--- src/verilog/pd_loop_pkg.sv ---
// Purpose: Shared constants and types for the power-down and loop mode block
// Assumes: 12-bit register address, 8-bit register data
// Notes: Status register offset sits outside the control range on purpose
package pd_loop_pkg;

    // ***************************************************************
    // Register offsets
    // ***************************************************************
    localparam int ADDR_W = 12;
    localparam int DATA_W = 8;
    localparam logic [11:0] PD_CTRL_ADDR = 12'ha00;
    localparam logic [11:0] LOOP_CTRL_ADDR = 12'ha01;
    localparam logic [11:0] LOOP_STATUS_ADDR = 12'hbf0;

    // ***************************************************************
    // Power-down control fields
    // ***************************************************************
    localparam int PD_SOFT_RST_BIT = 7;
    localparam int PD_SYS_CLK_BIT = 5;
    localparam int PD_REF_BIT = 4;
    localparam int PD_TDC_BIT = 3;
    localparam int PD_DAC_BIT = 2;
    localparam int PD_DIST_BIT = 1;
    localparam int PD_FULL_BIT = 0;
    localparam logic [7:0] PD_WRITE_MASK = 8'hbf;
    localparam logic [7:0] PD_RESET_VALUE = 8'h00;

    // ***************************************************************
    // Loop mode control fields
    // ***************************************************************
    localparam int LOOP_HOLD_BIT = 6;
    localparam int LOOP_FREE_BIT = 5;
    localparam int LOOP_SEL_LSB = 3;
    localparam int LOOP_REF_LSB = 0;
    localparam logic [7:0] LOOP_WRITE_MASK = 8'h7b;
    localparam logic [7:0] LOOP_RESET_VALUE = 8'h00;

    // ***************************************************************
    // Status fields
    // ***************************************************************
    localparam int STAT_REF_LSB = 0;
    localparam int STAT_STATE_LSB = 2;
    localparam int NUM_REFS = 4;

    typedef enum logic [1:0] {
        SEL_AUTO = 2'b00,
        SEL_FALLBACK = 2'b01,
        SEL_HOLD = 2'b10,
        SEL_MANUAL = 2'b11
    } sel_mode_type;

    typedef enum logic [1:0] {
        REF_A = 2'b00,
        REF_AA = 2'b01,
        REF_B = 2'b10,
        REF_BB = 2'b11
    } ref_id_type;

    typedef enum logic [1:0] {
        ST_TRACK = 2'b00,
        ST_HOLDOVER = 2'b01,
        ST_FREE_RUN = 2'b11
    } loop_state_type;

    typedef struct packed {
        logic core_reset;
        logic sys_clock_sleep;
        logic ref_sleep;
        logic time_converter_sleep;
        logic dac_sleep;
        logic dist_sleep;
        logic full_sleep;
    } sleep_ctrl_type;

endpackage

--- src/verilog/power_down_and_loop_mode_control.sv ---
// Purpose: Power-down and loop mode control registers with reference selection
// Assumes: Single clock, synchronous register port, reference valid flags in sync
// Notes: Control outputs follow a register write by one clock
//
// Decided for this implementation: the plain strobed port.
`timescale 1ns/10ps

module power_down_and_loop_mode_control
    import pd_loop_pkg::*;
(
    // Clock and reset
    input wire logic i_sys_clk,
    input wire logic i_rst,
    // Register port
    input wire logic [ADDR_W-1:0] i_addr,
    input wire logic [DATA_W-1:0] i_wdata,
    input wire logic i_wr,
    input wire logic i_rd,
    output logic [DATA_W-1:0] o_rdata,
    // Reference monitor
    input wire logic [NUM_REFS-1:0] i_ref_valid,
    // Control outputs
    output sleep_ctrl_type o_ctrl,
    output loop_state_type o_loop_state,
    output ref_id_type o_active_ref
);

    // ***************************************************************
    // Register file
    // ***************************************************************
    logic [DATA_W-1:0] pd_reg;
    logic [DATA_W-1:0] loop_reg;
    logic [DATA_W-1:0] rdata_next;
    logic soft_rst;
    logic force_hold;
    logic force_free;
    sel_mode_type sel_mode;
    ref_id_type user_ref;

    // Unused bits are masked so they always read back as zero
    always_ff @(posedge i_sys_clk or posedge i_rst) begin
        if (i_rst) begin
            pd_reg <= PD_RESET_VALUE;
        end else if (i_wr && i_addr == PD_CTRL_ADDR) begin
            pd_reg <= i_wdata & PD_WRITE_MASK;
        end
    end

    // Soft reset leaves this register untouched
    always_ff @(posedge i_sys_clk or posedge i_rst) begin
        if (i_rst) begin
            loop_reg <= LOOP_RESET_VALUE;
        end else if (i_wr && i_addr == LOOP_CTRL_ADDR) begin
            loop_reg <= i_wdata & LOOP_WRITE_MASK;
        end
    end

    assign soft_rst = pd_reg[PD_SOFT_RST_BIT];
    assign force_hold = loop_reg[LOOP_HOLD_BIT];
    assign force_free = loop_reg[LOOP_FREE_BIT];
    assign sel_mode = sel_mode_type'(loop_reg[LOOP_SEL_LSB +: 2]);
    assign user_ref = ref_id_type'(loop_reg[LOOP_REF_LSB +: 2]);

    always_comb begin
        rdata_next = '0;
        if (i_rd) begin
            unique case (i_addr)
                PD_CTRL_ADDR: begin
                    rdata_next = pd_reg;
                end
                LOOP_CTRL_ADDR: begin
                    rdata_next = loop_reg;
                end
                LOOP_STATUS_ADDR: begin
                    rdata_next[STAT_REF_LSB +: 2] = o_active_ref;
                    rdata_next[STAT_STATE_LSB +: 2] = o_loop_state;
                end
                default: begin
                    rdata_next = '0;
                end
            endcase
        end
    end

    // Read data only stands in the cycle after the strobe
    always_ff @(posedge i_sys_clk or posedge i_rst) begin
        if (i_rst) begin
            o_rdata <= '0;
        end else begin
            o_rdata <= rdata_next;
        end
    end

    // ***************************************************************
    // Power-down controls
    // ***************************************************************
    sleep_ctrl_type ctrl_next;

    // Full power-down drives every block to sleep, not only its own flag
    always_comb begin
        ctrl_next.core_reset = soft_rst;
        ctrl_next.sys_clock_sleep = pd_reg[PD_SYS_CLK_BIT] | pd_reg[PD_FULL_BIT];
        ctrl_next.ref_sleep = pd_reg[PD_REF_BIT] | pd_reg[PD_FULL_BIT];
        ctrl_next.time_converter_sleep = pd_reg[PD_TDC_BIT] | pd_reg[PD_FULL_BIT];
        ctrl_next.dac_sleep = pd_reg[PD_DAC_BIT] | pd_reg[PD_FULL_BIT];
        ctrl_next.dist_sleep = pd_reg[PD_DIST_BIT] | pd_reg[PD_FULL_BIT];
        ctrl_next.full_sleep = pd_reg[PD_FULL_BIT];
    end

    always_ff @(posedge i_sys_clk or posedge i_rst) begin
        if (i_rst) begin
            o_ctrl <= '0;
        end else begin
            o_ctrl <= ctrl_next;
        end
    end

    // ***************************************************************
    // Reference selection
    // ***************************************************************
    logic [NUM_REFS-1:0] eff_valid;
    logic auto_found;
    ref_id_type auto_ref;
    logic use_ref;
    ref_id_type pick_ref;
    loop_state_type state_next;

    // Forced holdover looks like every reference faulted
    assign eff_valid = force_hold ? '0 : i_ref_valid;

    // Fixed priority A, AA, B, BB; lowest code wins
    always_comb begin
        auto_found = 1'b0;
        auto_ref = REF_A;
        for (int i = NUM_REFS - 1; i >= 0; i--) begin
            if (eff_valid[i]) begin
                auto_found = 1'b1;
                auto_ref = ref_id_type'(i[1:0]);
            end
        end
    end

    always_comb begin
        use_ref = 1'b0;
        pick_ref = REF_A;
        unique case (sel_mode)
            SEL_AUTO: begin
                use_ref = auto_found;
                pick_ref = auto_ref;
            end
            SEL_FALLBACK: begin
                if (eff_valid[user_ref]) begin
                    use_ref = 1'b1;
                    pick_ref = user_ref;
                end else begin
                    use_ref = auto_found;
                    pick_ref = auto_ref;
                end
            end
            SEL_HOLD: begin
                use_ref = eff_valid[user_ref];
                pick_ref = user_ref;
            end
            SEL_MANUAL: begin
                // Only a forced holdover, forced free-run or soft reset overrides manual choice
                use_ref = ~force_hold;
                pick_ref = user_ref;
            end
        endcase
    end

    // Free-run is checked first so it overrides holdover
    always_comb begin
        if (force_free) begin
            state_next = ST_FREE_RUN;
        end else if (!use_ref) begin
            state_next = ST_HOLDOVER;
        end else begin
            state_next = ST_TRACK;
        end
    end

    // ***************************************************************
    // Loop state and active reference
    // ***************************************************************
    always_ff @(posedge i_sys_clk or posedge i_rst) begin
        if (i_rst) begin
            o_loop_state <= ST_TRACK;
        end else if (soft_rst) begin
            o_loop_state <= ST_TRACK;
        end else begin
            unique case (o_loop_state)
                ST_TRACK, ST_HOLDOVER, ST_FREE_RUN: begin
                    o_loop_state <= state_next;
                end
                default: begin
                    o_loop_state <= ST_TRACK;
                end
            endcase
        end
    end

    // The last reference is kept through holdover and free-run
    always_ff @(posedge i_sys_clk or posedge i_rst) begin
        if (i_rst) begin
            o_active_ref <= REF_A;
        end else if (soft_rst) begin
            o_active_ref <= REF_A;
        end else if (state_next == ST_TRACK) begin
            o_active_ref <= pick_ref;
        end
    end

    // ***************************************************************
    // Assertions
    // ***************************************************************
    a_soft_reset_core: assert property (
        @(posedge i_sys_clk) disable iff (i_rst)
        soft_rst |=> o_ctrl.core_reset && o_loop_state == ST_TRACK)
        else $error("soft reset did not hold the core");

    a_soft_reset_keep: assert property (
        @(posedge i_sys_clk) disable iff (i_rst)
        soft_rst && !i_wr |=> $stable(loop_reg))
        else $error("soft reset disturbed loop register");

    a_sys_clock_sleep: assert property (
        @(posedge i_sys_clk) disable iff (i_rst)
        i_wr && i_addr == PD_CTRL_ADDR
        ##1 !(i_wr && i_addr == PD_CTRL_ADDR)
        |=> o_ctrl.sys_clock_sleep ==
            ($past(i_wdata[PD_SYS_CLK_BIT], 2) | $past(i_wdata[PD_FULL_BIT], 2)))
        else $error("system clock sleep mismatch");

    a_ref_sleep: assert property (
        @(posedge i_sys_clk) disable iff (i_rst)
        1'b1 |=> o_ctrl.ref_sleep == ($past(pd_reg[PD_REF_BIT]) | $past(pd_reg[PD_FULL_BIT])))
        else $error("reference sleep mismatch");

    a_converter_sleep: assert property (
        @(posedge i_sys_clk) disable iff (i_rst)
        $rose(pd_reg[PD_TDC_BIT]) |-> ##1 o_ctrl.time_converter_sleep)
        else $error("time converter did not sleep");

    a_dac_sleep: assert property (
        @(posedge i_sys_clk) disable iff (i_rst)
        !pd_reg[PD_DAC_BIT] && !pd_reg[PD_FULL_BIT] |=> !o_ctrl.dac_sleep)
        else $error("DAC asleep without cause");

    a_dist_sleep: assert property (
        @(posedge i_sys_clk) disable iff (i_rst)
        pd_reg[PD_DIST_BIT] |=> o_ctrl.dist_sleep)
        else $error("distribution outputs not asleep");

    a_full_sleep_all: assert property (
        @(posedge i_sys_clk) disable iff (i_rst)
        pd_reg[PD_FULL_BIT] |=> o_ctrl.full_sleep && o_ctrl.dac_sleep
            && o_ctrl.sys_clock_sleep && o_ctrl.ref_sleep
            && o_ctrl.time_converter_sleep && o_ctrl.dist_sleep)
        else $error("full power-down left a block awake");

    a_forced_holdover: assert property (
        @(posedge i_sys_clk) disable iff (i_rst)
        force_hold && !force_free && !soft_rst |=> o_loop_state == ST_HOLDOVER)
        else $error("forced holdover not entered");

    a_free_run_wins: assert property (
        @(posedge i_sys_clk) disable iff (i_rst)
        force_free && !soft_rst |=> o_loop_state == ST_FREE_RUN)
        else $error("free-run not entered");

    a_auto_priority: assert property (
        @(posedge i_sys_clk) disable iff (i_rst)
        sel_mode == SEL_AUTO && !force_hold && !force_free && !soft_rst
        && i_ref_valid[0]
        |=> o_active_ref == REF_A && o_loop_state == ST_TRACK)
        else $error("automatic mode ignored top priority reference");

    a_fallback_auto: assert property (
        @(posedge i_sys_clk) disable iff (i_rst)
        sel_mode == SEL_FALLBACK && !force_hold && !force_free && !soft_rst
        && !i_ref_valid[user_ref] && i_ref_valid != '0
        |=> o_loop_state == ST_TRACK && o_active_ref != $past(user_ref))
        else $error("fallback did not switch to automatic choice");

    a_hold_mode_fault: assert property (
        @(posedge i_sys_clk) disable iff (i_rst)
        sel_mode == SEL_HOLD && !force_free && !soft_rst && !i_ref_valid[user_ref]
        |=> o_loop_state == ST_HOLDOVER)
        else $error("holdover mode did not hold on fault");

    a_manual_keep: assert property (
        @(posedge i_sys_clk) disable iff (i_rst)
        sel_mode == SEL_MANUAL && !force_hold && !force_free && !soft_rst
        |=> o_loop_state == ST_TRACK && o_active_ref == $past(user_ref))
        else $error("manual mode left the user reference");

    a_unmapped_read: assert property (
        @(posedge i_sys_clk) disable iff (i_rst)
        i_rd && i_addr != PD_CTRL_ADDR && i_addr != LOOP_CTRL_ADDR
        && i_addr != LOOP_STATUS_ADDR |=> o_rdata == '0)
        else $error("unmapped read returned data");

    a_reserved_zero: assert property (
        @(posedge i_sys_clk) disable iff (i_rst)
        i_rd && i_addr == LOOP_CTRL_ADDR |=> o_rdata[7] == 1'b0 && o_rdata[2] == 1'b0)
        else $error("unused loop bits read nonzero");

    a_user_ref_track: assert property (
        @(posedge i_sys_clk) disable iff (i_rst)
        sel_mode != SEL_AUTO && !force_hold && !force_free && !soft_rst
        && i_ref_valid[user_ref]
        |=> o_loop_state == ST_TRACK && o_active_ref == $past(user_ref))
        else $error("valid user reference not taken");

    a_soft_reset_ref: assert property (
        @(posedge i_sys_clk) disable iff (i_rst)
        soft_rst |=> o_active_ref == REF_A)
        else $error("soft reset did not return to the first reference");

    a_free_run_ref: assert property (
        @(posedge i_sys_clk) disable iff (i_rst)
        force_free && !soft_rst |=> $stable(o_active_ref))
        else $error("free-run moved the active reference");

    a_holdover_ref: assert property (
        @(posedge i_sys_clk) disable iff (i_rst)
        sel_mode == SEL_HOLD && !force_free && !soft_rst && !i_ref_valid[user_ref]
        |=> $stable(o_active_ref))
        else $error("holdover moved the active reference");

    a_read_idle_zero: assert property (
        @(posedge i_sys_clk) disable iff (i_rst)
        !i_rd |=> o_rdata == '0)
        else $error("read data stood without a read");

endmodule
--- config.mk ---
export PLATFORM = sky130hd
export DESIGN_NAME = power_down_and_loop_mode_control
export DESIGN_NICKNAME = d
export VERILOG_FILES = /design/src/verilog/pd_loop_pkg.sv /design/src/verilog/power_down_and_loop_mode_control.sv
export SDC_FILE = /design/constraint.sdc
export NUM_CORES = 1
export LEC_CHECK = 0
export BUFFER_PORTS_ARGS = -buffer_cell sky130_fd_sc_hd__buf_2
export CAP_MARGIN = 20
export CORE_MARGIN = 4
export CORE_UTILIZATION = 44
export DETAILED_ROUTE_END_ITERATION = 10
export HOLD_SLACK_MARGIN = 0.15
export PLACE_DENSITY = 0.74
export SYNTH_ARGS = -nofsm -noshare
export SYNTH_HDL_FRONTEND = slang
export SYNTH_SLANG_ARGS = --single-unit
export TNS_END_PERCENT = 5
--- constraint.sdc ---
create_clock -name i_sys_clk -period 1.4 [get_ports i_sys_clk]
set_input_delay 0.07 -clock i_sys_clk [delete_from_list [all_inputs] [get_ports i_sys_clk]]
set_output_delay 0.07 -clock i_sys_clk [all_outputs]
set_load 0.005 [all_outputs]
Yosys cells after proc, flatten, opt, wreduce, memory -nomap -nowiden. Cells that the tools add are included.

Output and inout bits: 19. Register bits after elaboration: 32. Bits of input ports: 28.

Equality and inequality tests: 8. Bitwise logic cells: 6. Reductions and logical operators: 8. Order comparisons: 1. Muxes and demuxes: 24.

Operator list (number): $eq 12x12->1 const B (3); $mux 2 (10); $pmux 4 s3 (1); $mux 8 (1); $pmux 4 s2 (1); $mux 1 (7); $eq 2x2->1 const B (3); $logic_not 2->1 (3); $pmux 2 s3 (1); $or 1x1->1 (5); $eq 2x1->1 const B (2); $mux 4 (1); $pmux 1 s4 (1); $lt 2x3->1 const B (1); $reduce_or 3->1 (1); $bmux 1 s2 (1); $logic_and 1x1->1 (2); $reduce_bool 2->1 (1); $reduce_or 2->1 (1); $not 1->1 (1).

Depth between registers and ports, before layout.
Depth in word-level cells: 12. Depth in mapped cells: 4. Depth with buffers taken out: 4.

Worst setup path after synthesis. Ideal clock, no wire load.

Kind: reg-to-reg. From: reg loop_reg[1]. To: reg o_active_ref[1]. Stages on the path, launching flop included: 5. Clock period less this slack: 1.536 ns. Library setup time: 0.130 ns. Arrival time: 1.406 ns. Slack: -0.136 ns. Path buffers: 0. Cells stage by stage: dfrtp_1 mux4_2 o31a_1 a21oi_1 a211oi_1.

Longest elaborated chain between the ends: 8. Elaborated cells between the ends (all ways): 12. Classes of those cells: mux (10); reduce/logical (2).

Ends and longest elaborated chain: start: declaration (RTL line power_down_and_loop_mode_control.sv:32) `logic [DATA_W-1:0] loop_reg;`; start signal: assignment (RTL line power_down_and_loop_mode_control.sv:54) `loop_reg <= i_wdata & LOOP_WRITE_MASK;`; $bmux 1 s2 (RTL line power_down_and_loop_mode_control.sv:152, power_down_and_loop_mode_control.sv:161); $mux 1 (implied by the code) (RTL line power_down_and_loop_mode_control.sv:152, power_down_and_loop_mode_control.sv:161); $mux 1 (RTL line power_down_and_loop_mode_control.sv:152) `if (eff_valid[user_ref]) begin`; $pmux 1 s4 (RTL line power_down_and_loop_mode_control.sv:146) `unique case (sel_mode)`; $mux 1 (RTL line power_down_and_loop_mode_control.sv:176) `end else if (!use_ref) begin`; $mux 2 (RTL line power_down_and_loop_mode_control.sv:174) `if (force_free) begin`; $logic_not 2->1 (RTL line power_down_and_loop_mode_control.sv:209) `end else if (state_next == ST_TRACK) begin`; $reduce_bool 2->1 (no line); end signal: assignment (RTL line power_down_and_loop_mode_control.sv:210) `o_active_ref <= pick_ref;`; end: declaration (RTL line power_down_and_loop_mode_control.sv:25) `output ref_id_type o_active_ref`.

Parallel ways exist; a longest one is shown, timed or not. The select of a mux whose other input is x is not followed. A chain may end at the register's enable or synchronous reset.

Final worst setup path. Same ends and word-level chain as after synthesis.

==> run metrics <==
failing checks negative setup slack; WS Path Type reg2reg; worst slew pin tran 0.441 ns; Cells after Synth 111; Vert. Die Dim 65.1 um; Final ANT Viol Nets 0; distinct cell type count after synthesis 29; CP Buf/Inv Count 0; diodes inserted 0; die area 4230 um^2; CP max-delay cell mux4_2; crit path capture type register; Max VDD drop 598 uV; Die W 65.1 um; Max Slew Vio Count 0; routability cong. 0.829; # rows 20; Root Buffer clkbuf_4; DRC 0; PnR worst setup slack -0.135 ns; first-pass GRT wire length 5380 um; port buffer count 46; initial antenna violation count 0; Mapped Area 1430 um^2; maximum fanout along the worst path 5; share of layout cells above drive strength 1 46.7%; Final period util 110%; GRT Residual Overflow 0; final-report hold violation count 0; Achievable Freq 0.651 GHz; Starting Density 46.5%; Post-synth EDFFs 0; syn avg cell area 12.9 um^2; Layout fillers 249; setup violators final 3; Max transition margin 70.4%; final hold slack 0.180 ns; setup repair bufs after CTS 0; syn_nets 139; Final Power 1.78 mW; clk buf depth 2; router iterations before antenna repair 4; cell chain of the critical path mux4_2 > o31a_1 > a21oi_1 > a211oi_1; fin nets 211; pwr dens 900 nW/um^2; fin util 64.2%; I/O Pins 47; DP Worst Slack -0.127 ns; vias after detailed routing 1155; Clock Pin Slew Worst Setup and Hold Paths 0.10 ns; slowest cell delay on critical path 0.49 ns; critical path's top delay family compound AO/OA/AOI/OAI gates; clock sink count 32; worst hold path type in2reg; RSZ-0062 raised after global routing true; Setup TNS Final -0.339 ns; Worst Skew 0.00773 ns; core area 3080 um^2; max reg flops 8; Post-Route WL 3180 um; Synth Register Bits 32; Max Cap Viol 0; Placed Instance Area 1750 um^2; total track usage 16.7%; CP startpoint kind register; CTS buffer count 5; status complete, but fails checks; asr flop ratio synth 100%; iteration-0 DRC count of the detailed router 51; final instance area 1980 um^2; vias in the first global route 1188; clk_lat worst skew 0.34 ns; total placed cells including tap cells 205; CP required 1.61 ns; CP Data Arrival Time 1.75 ns; YS warnings 0; Vias per Instance 5.07; final cell count without fillers 228; largest net degree at the start of global routing 33; clock tree from TritonCTS built; dpl hpwl 2320 um; Top FF cell, synth dfrtp_1; H-tree Lvls 2; DR WL/cell 13.9 um; P&R area growth vs syn 38.0%; sequential share of the synthesized area 55.9%; Period minus WS final 1.54 ns; Lkg Pwr 1.03 nW
==> layer usage <==
layer  up-vias  wire, um  track usage [%]
met5         -         0                0
met4         0        56             4.92
met3         9       243             5.89
met2        47      1530             28.7
met1       551      1350             19.7
li1        548         -                -
==> cell type report <==
cell class / instances / area (um^2) / share of cell area, %
flip-flops and latches: 32 / 801 / 40.5
clock buffers: 6 / 41.3 / 2.09
repair buffers: 66 / 418 / 21.1
clock inverters: 2 / 35.0 / 1.77
inverters: 6 / 22.5 / 1.14
well taps: 44 / 55.1 / 2.78
multi-input cells: 72 / 604 / 30.6
==> power by group <==
| group | switching (mW) | internal (mW) |
|---|---|---|
| Clock | 0.311 | 0.374 |
| Sequential | 0.00598 | 0.931 |
| Combinational | 0.0744 | 0.0836 |
==> cells by family after synthesis <==
kind of cell           share of synthesized area [%]
buffers and inverters                           1.92
AND/OR/NAND/NOR                                 16.1
AO/OA/AOI/OAI                                   8.38
multiplexers                                    17.7
flip-flops                                      55.9
==> path summary, 6_finish.rpt <==
check / slack, ns / from / endpoint / depth (start not counted)
max: -0.14 / loop_reg[1]$_DFFE_PP0P_ / o_active_ref[1]$_DFFE_PP0P_ / 4
min: 0.18 / i_wr / loop_reg[5]$_DFFE_PP0P_ / 3
max reg2reg: -0.14 / loop_reg[1]$_DFFE_PP0P_ / o_active_ref[1]$_DFFE_PP0P_ / 4
min reg2reg: 0.50 / pd_reg[4]$_DFFE_PP0P_ / o_ctrl[4]$_DFF_PP0_ / 1
max in group asynchronous: 0.77 / i_rst / o_ctrl[6]$_DFF_PP0_ / 4
min in group asynchronous: 0.34 / i_rst / o_rdata[5]$_DFF_PP0_ / 4
==> layout by cell type (no fill, tap or decap), types with 3 or more instances in the layout <==
| cell type | count |
|---|---|
| buf_2 | 46 |
| dfrtp_1 | 32 |
| mux2_2 | 17 |
| dlygate4sd3_1 | 15 |
| nor2_1 | 10 |
| inv_1 | 6 |
| or2_2 | 5 |
| clkbuf_4 | 5 |
| buf_4 | 5 |
| nand2_1 | 4 |
| mux2i_1 | 4 |
| a22oi_1 | 4 |
| nor3b_1 | 3 |
==> worst reg2reg max path: stages, from the launching register on <==
cell and delay (ns):
dfrtp_1 0.38, mux4_2 0.50, o31a_1 0.31, a21oi_1 0.16, a211oi_1 0.07
==> cells in the mapped netlist, types with 2 or more instances <==
cell	n	share of area, %
or2_2	5	2.2
nand4_4	2	3.0
dfrtp_1	32	56
nor3b_1	3	1.6
a31oi_1	2	0.87
o21ai_0	2	0.70
inv_1	6	1.6
a22oi_1	4	2.1
a21oi_1	2	0.70
mux2i_1	4	2.8
nor2b_1	2	0.87
nand2_1	4	1.0
nor2_1	10	2.6
mux2_2	17	13
a211oi_1	2	1.0
==> what timing repair did <==
action / 4_1_cts / 5_1_grt
endpoints found under the hold margin: 54 / 0
hold buffers: 15 / 0
resized for setup: 0 / 1
endpoints found under the setup margin: 3 / 3
Note: power is estimated with default switching activity, not from simulation.
